===== src/wdt_defines.svh =====
// Register offsets, field positions, reset values and timing counts of the watchdog
`ifndef WDT_DEFINES_SVH
`define WDT_DEFINES_SVH
`define WDT_CTRL_ADDR 8'hc0
`define WDT_CTRL_RESET 8'h10
`define WDT_PRE_MSB 7
`define WDT_PRE_LSB 4
`define WDT_IIR_BIT 3
`define WDT_STS_BIT 2
`define WDT_EN_BIT 1
`define WDT_UNLOCK_BIT 0
`define WDT_PRE_MAX 4'h7
`define WDT_BASE_SHIFT 9
`define WDT_CLK_HZ 20000000
`define WDT_BASE_HZ 32768
`define WDT_BASE_DIV (`WDT_CLK_HZ / `WDT_BASE_HZ)
`define WDT_IMM_PRE 4'h8
`endif


===== src/wdt_pkg.sv =====
// Types shared by the watchdog design
package wdt_pkg;
	typedef enum logic [1:0] {
		WDT_LOCKED,
		WDT_OPEN
	} wdt_lock_t;
endpackage


===== src/wdt_tick.sv =====
// Time base tick generator deriving the 32.768 kHz rate from the core clock
`include "wdt_defines.svh"
module wdt_tick
	import wdt_pkg::*;
(
	// Clock and reset
	input wire logic clock,
	input wire logic resetn,
	// Tick pulse
	output logic tick
);
	localparam logic [31:0] DIV = 32'(`WDT_BASE_DIV);
	logic [31:0] cnt_reg;
	logic [31:0] cnt_next;
	logic tick_reg;
	logic tick_next;

	always_comb begin
		if (cnt_reg >= DIV - 32'h1) begin
			cnt_next = 32'h0;
			tick_next = 1'b1;
		end else begin
			cnt_next = cnt_reg + 32'h1;
			tick_next = 1'b0;
		end
	end

	always_ff @(posedge clock) begin
		if (!resetn) begin
			cnt_reg <= 32'h0;
			tick_reg <= 1'b0;
		end else begin
			cnt_reg <= cnt_next;
			tick_reg <= tick_next;
		end
	end

	assign tick = tick_reg;
endmodule


===== src/wdt_top.sv =====
// Watchdog timer with its locked control register
`include "wdt_defines.svh"
module wdt_top
	import wdt_pkg::*;
(
	// Clock and hardware reset
	input wire logic clock,
	input wire logic resetn,
	// Special register access
	input wire logic [7:0] sfr_addr,
	input wire logic sfr_wr,
	input wire logic [7:0] sfr_wdata,
	input wire logic sfr_bit_wr,
	input wire logic [2:0] sfr_bit_sel,
	input wire logic sfr_bit_val,
	output logic [7:0] sfr_rdata,
	// System events
	input wire logic supply_irq,
	output logic wdt_reset,
	output logic wdt_irq
);
	// ==========================================================
	// Time base
	logic tick;

	wdt_tick u_tick (
		.clock(clock),
		.resetn(resetn),
		.tick(tick)
	);

	// ==========================================================
	// Helper functions

	// Timeout limit of a prescale code, in base ticks
	function automatic logic [16:0] limit_of(input logic [3:0] code);
		limit_of = 17'(17'h1 << (`WDT_BASE_SHIFT + code));
	endfunction

	// Codes above the documented range time out at the next tick
	function automatic logic code_reserved(input logic [3:0] code);
		code_reserved = code > `WDT_PRE_MAX;
	endfunction

	// Byte or bit write aimed at the control register
	function automatic logic ctrl_hit(
		input logic [7:0] addr,
		input logic byte_wr,
		input logic bit_wr
	);
		ctrl_hit = (addr == `WDT_CTRL_ADDR) && (byte_wr || bit_wr);
	endfunction

	// Value that a byte or bit write would leave in the register
	function automatic logic [7:0] merge_write(
		input logic [7:0] cur,
		input logic bit_wr,
		input logic [2:0] sel,
		input logic bit_val,
		input logic [7:0] data
	);
		merge_write = data;
		if (bit_wr) begin
			merge_write = cur;
			merge_write[sel] = bit_val;
		end
	endfunction

	// ==========================================================
	// State and decode signals
	logic [7:0] ctrl_reg;
	logic [7:0] ctrl_next;
	logic [15:0] cnt_reg;
	logic [15:0] cnt_next;
	wdt_lock_t lock_reg;
	wdt_lock_t lock_next;
	logic rst_reg;
	logic rst_next;
	logic irq_reg;
	logic irq_next;
	logic [7:0] rd_reg;
	logic [7:0] rd_next;
	logic wr_hit;
	logic any_wr;
	logic [7:0] wval;
	logic timeout;
	logic [3:0] pre;

	// ==========================================================
	// Write decode
	always_comb begin
		wr_hit = ctrl_hit(sfr_addr, sfr_wr, sfr_bit_wr);
		wval = merge_write(ctrl_reg, sfr_bit_wr, sfr_bit_sel, sfr_bit_val, sfr_wdata);
		pre = ctrl_reg[`WDT_PRE_MSB:`WDT_PRE_LSB];
	end

	// ==========================================================
	// Write unlock
	always_comb begin
		lock_next = WDT_LOCKED;
		any_wr = 1'b0;
		if (wr_hit) begin
			if (lock_reg == WDT_OPEN) begin
				any_wr = 1'b1;
			end else if (wval[`WDT_UNLOCK_BIT]) begin
				lock_next = WDT_OPEN;
			end
		end
	end

	always_ff @(posedge clock) begin
		if (!resetn) begin
			lock_reg <= WDT_LOCKED;
		end else begin
			lock_reg <= lock_next;
		end
	end

	// ==========================================================
	// Timeout counter
	always_comb begin
		cnt_next = cnt_reg;
		timeout = 1'b0;
		if (ctrl_reg[`WDT_EN_BIT] && tick) begin
			cnt_next = cnt_reg + 16'h1;
			if (code_reserved(pre) || {1'b0, cnt_reg} + 17'h1 >= limit_of(pre)) begin
				timeout = 1'b1;
				cnt_next = 16'h0;
			end
		end
		if (!ctrl_reg[`WDT_EN_BIT]) begin
			cnt_next = 16'h0;
		end
		if (any_wr && wval[`WDT_EN_BIT]) begin
			cnt_next = 16'h0;
		end
		// reset action and supply monitor clear
		if ((timeout && !ctrl_reg[`WDT_IIR_BIT]) || supply_irq) begin
			cnt_next = 16'h0;
		end
	end

	always_ff @(posedge clock) begin
		if (!resetn) begin
			cnt_reg <= 16'h0;
		end else begin
			cnt_reg <= cnt_next;
		end
	end

	// ==========================================================
	// Control register
	always_comb begin
		ctrl_next = ctrl_reg;
		if (any_wr) begin
			ctrl_next = wval;
		end
		// unlock bit shows the open window
		ctrl_next[`WDT_UNLOCK_BIT] = (lock_next == WDT_OPEN);
		if (timeout) begin
			ctrl_next[`WDT_STS_BIT] = 1'b1;
		end
		if (timeout && !ctrl_reg[`WDT_IIR_BIT]) begin
			ctrl_next[`WDT_EN_BIT] = 1'b0;
		end
		if (supply_irq) begin
			ctrl_next[`WDT_EN_BIT] = 1'b0;
		end
	end

	always_ff @(posedge clock) begin
		if (!resetn) begin
			ctrl_reg <= `WDT_CTRL_RESET;
		end else begin
			ctrl_reg <= ctrl_next;
		end
	end

	// ==========================================================
	// Event pulses and read back
	always_comb begin
		irq_next = timeout && ctrl_reg[`WDT_IIR_BIT];
		rst_next = timeout && !ctrl_reg[`WDT_IIR_BIT];
		rd_next = ctrl_next;
	end

	always_ff @(posedge clock) begin
		if (!resetn) begin
			rst_reg <= 1'b0;
			irq_reg <= 1'b0;
			rd_reg <= `WDT_CTRL_RESET;
		end else begin
			rst_reg <= rst_next;
			irq_reg <= irq_next;
			rd_reg <= rd_next;
		end
	end

	assign sfr_rdata = rd_reg;
	assign wdt_reset = rst_reg;
	assign wdt_irq = irq_reg;
endmodule


===== config.mk =====
export PLATFORM = sky130hd
export DESIGN_NAME = wdt_top
export DESIGN_NICKNAME = d
export VERILOG_FILES = /design/src/wdt_pkg.sv /design/src/wdt_tick.sv /design/src/wdt_top.sv
export VERILOG_INCLUDE_DIRS = /design/src
export SDC_FILE = /design/constraint.sdc
export NUM_CORES = 1
export LEC_CHECK = 0
export BUFFER_PORTS_ARGS = -buffer_cell sky130_fd_sc_hd__buf_2
export CAP_MARGIN = 40
export CORE_MARGIN = 3
export CORE_UTILIZATION = 42
export CTS_CLUSTER_SIZE = 16
export DETAILED_ROUTE_END_ITERATION = 12
export HOLD_SLACK_MARGIN = 0.03
export SKIP_LAST_GASP = 1
export SLEW_MARGIN = 10
export SYNTH_ARGS = -nofsm -noshare
export SYNTH_HDL_FRONTEND = slang
export SYNTH_SLANG_ARGS = --single-unit

===== constraint.sdc =====
create_clock -name clock -period 5.9 [get_ports clock]
set_clock_uncertainty 0.15 [all_clocks]
set_input_delay 1.18 -clock clock [delete_from_list [all_inputs] [get_ports clock]]
set_output_delay 1.18 -clock clock [all_outputs]
set_load 0.02 [all_outputs]

==> results.txt <==
Htree depth - 3
Warnings from Yosys - 0
Die H - 90.0 um
Initial antenna violation count - 0
Gr usage total - 15.5%
Pre-CTS WS - 2320 ps
Flip-flop count of the largest register after layout - 32
Asr flop ratio synth - 0%
Largest net degree at the start of global routing - 24
Clock power share - 45.6%
Minimum clock period - 3590 ps
Final worst slack - 2310 ps
Vias post-DR - 2439
Buf/Inv on CP - 1
Fin Setup TNS - 0 ps
Via count of the first global-routing pass - 2296
Avg Inst Size Synth - 8.82 sq um
Fin util - 52.8%
Area fraction in compound gates after synthesis - 14.1%
Nets - 443
Sw frac - 21.2%
Row count - 29
Worst hold slack - 301 ps
Die X-Extent - 90.0 um
Port Buf Inserts - 34
Status - finished, final reports clean
XOR/XNOR Fraction of Synth Area - 6.50%
Max Root-Sink Buffers - 2
Core area - 0.00660 sq mm
Crit path kind - reg -> reg
Final Hold Fails - 0
Cell taking the most area after synthesis - dfxtp_1
Layout overhead on the synthesized area - 17.6%
Register area share after synthesis - 39.8%
RSZ-0062 raised after global routing - no
First-pass GRT wire length - 10.3 mm
Overall Power - 0.804 mW
Crit path max-delay family - simple AND/OR/NAND/NOR gates
DP Area - 0.00329 sq mm
Simple logic cell fraction of the synthesized area - 26.8%
Ys flop type - dfxtp_1
CTS root buf - clkbuf_8
CTS tree - done
PwrDens - 231 mW/mm^2
Max stage delay on crit path - 410 ps
HP Class - reg -> reg
Post-CTS setup buffers - 0
Clock-pin slew on the worst setup and hold paths - 60 ps
Req. time, crit path - 6000 ps
Highest clock rate - 279 MHz
Placer Congestion - 0.818
Netlist Area Pre-Place - 0.00296 sq mm
Leakage - 1.44 nW
Post-synth EDFFs - 0
Synth unique cells - 52
Net switching power - 0.171 mW
Number of gates resized after cts - 0
Grt total ovfl - 0
Least-Margin Pin Slew - 707 ps
Vias/cell - 4.94
Max Cap Violations - 0
Max VDD drop - 0.202 mV
Synth Area in Adders - 8.86%
Worst-Skew Late Latency - 330 ps
Crit share post-route - 60.8%
Final antenna-violating net count - 0
Synth top area share - 39.8%
Flop-to-flop setup slack - 2310 ps
Largest family of logic cells by synthesized area - simple AND/OR/NAND/NOR gates
Mux cell area share after synthesis - 0%
Combinational share of power - 3.5%
Placed Cells - 479
Crit path launch type - flip-flop
Initial Util - 44.9%
Post-Syn Instances - 336
Final Cell Area - 0.00349 sq mm
Most common cell in the netlist - dfxtp_1
Slew HR - 52.8%
Internal power - 0.634 mW
Final Max Slew Viols - 0
DRC - 0
Die ar. - 0.00810 sq mm
Share of post-route cells with drive strength above 1 - 17.2%
Fin cells - 494
Initial DRC count - 134
CP cell instances - ha_1, and4_1, and2_4, and4_1, xor2_1, ha_1, a21oi_2, o21ai_1, or3_1, o21ai_2, buf_8, nor2_1, a221oi_2
WL/cell - 11.7 um
Area contributors post-synth - dfxtp_1 40%, ha_1 8.9%, nand2_1 5.6%, nand3_1 4.6%, nor2_1 3.9%
Sequential Power Share - 50.8%
Endpoint class of the critical path - flip-flop
Cts bufs inserted - 9
Critical path data arrival time - 3680 ps
CTS Sinks - 59
Number of synthesized register bits - 59
Post-Route WL - 5.79 mm
I/O pins - 35
Critical path peak fanout - 17
# hold bufs at CTS - 0
Synth top cells by count - 59 x dfxtp_1, 44 x nand2_1, 31 x nor2_1, 27 x nand3_1, 21 x ha_1
Final setup violation count - 0
Antenna Cells - 0
CP max stage cell - dfxtp_1
DP HPWL - 4.33 mm
Drt pass-1 iters - 6
[kinds of logic (layout without fill, tap and decap cells)]
logic type / count (synthesis) / count (layout)
AOI/OAI and AO/OA: 60 / 60
xor gates and xnor gates: 22 / 22
adders and majority gates: 21 / 21
buffers and inverters: 19 / 55
DFF: 59 / 59
other: 2 / 31
and+or+nand+nor: 153 / 153
[metal layers]
| metal | GRT usage [%] | vias to the layer above | wire length [um] |
|---|---|---|---|
| li1 | - | 1285 | - |
| met1 | 20.2 | 1119 | 2830 |
| met2 | 24.1 | 26 | 2700 |
| met3 | 5.01 | 9 | 170 |
| met4 | 5.48 | 0 | 77 |
| met5 | 0 | - | 0 |
[path summary, 6_finish.rpt]
check,cells after the start,to,startpoint
worst max-delay path,13,sfr_rdata[1],cnt_reg[0]
worst min-delay path,1,sfr_rdata[0],sfr_rdata[0]
worst max register to register,13,sfr_rdata[1],cnt_reg[0]
worst min register to register,1,sfr_rdata[0],sfr_rdata[0]
[final cells by class]
type | count | area [sq um]
flip-flops and latches | 59 | 1180
fillers | 660 | 3120
repair buffers | 35 | 185
multi-input cells | 287 | 1780
clock buffers | 11 | 151
clock inverters | 4 | 50.0
well taps | 93 | 116
inverters | 5 | 18.8
[cell usage in the layout (no fill, tap or decap), drive strengths merged, types with 7 or more instances in the layout]
cell type and count:
a21oi 22, a31oi 11, and3 7, buf 35, clkbuf 11, conb 31
dfxtp 59, ha 21, nand2 44, nand3 30, nor2 31, nor2b 9
nor4 7, o21ai 7, xnor2 11, xor2 11
[power groups by stage]
stage / clock network [mW] / logic [mW] / registers (mW)
after CTS: 0.378 / 0.0280 / 0.409
final: 0.367 / 0.0285 / 0.409
after global placement: 0 / 0.0276 / 0.418
after global routing: 0.401 / 0.0331 / 0.410
after detailed placement: 0 / 0.0278 / 0.418
after floorplan: 0 / 0.0160 / 0.417
No activity file was read; power rests on OpenSTA's default activity.
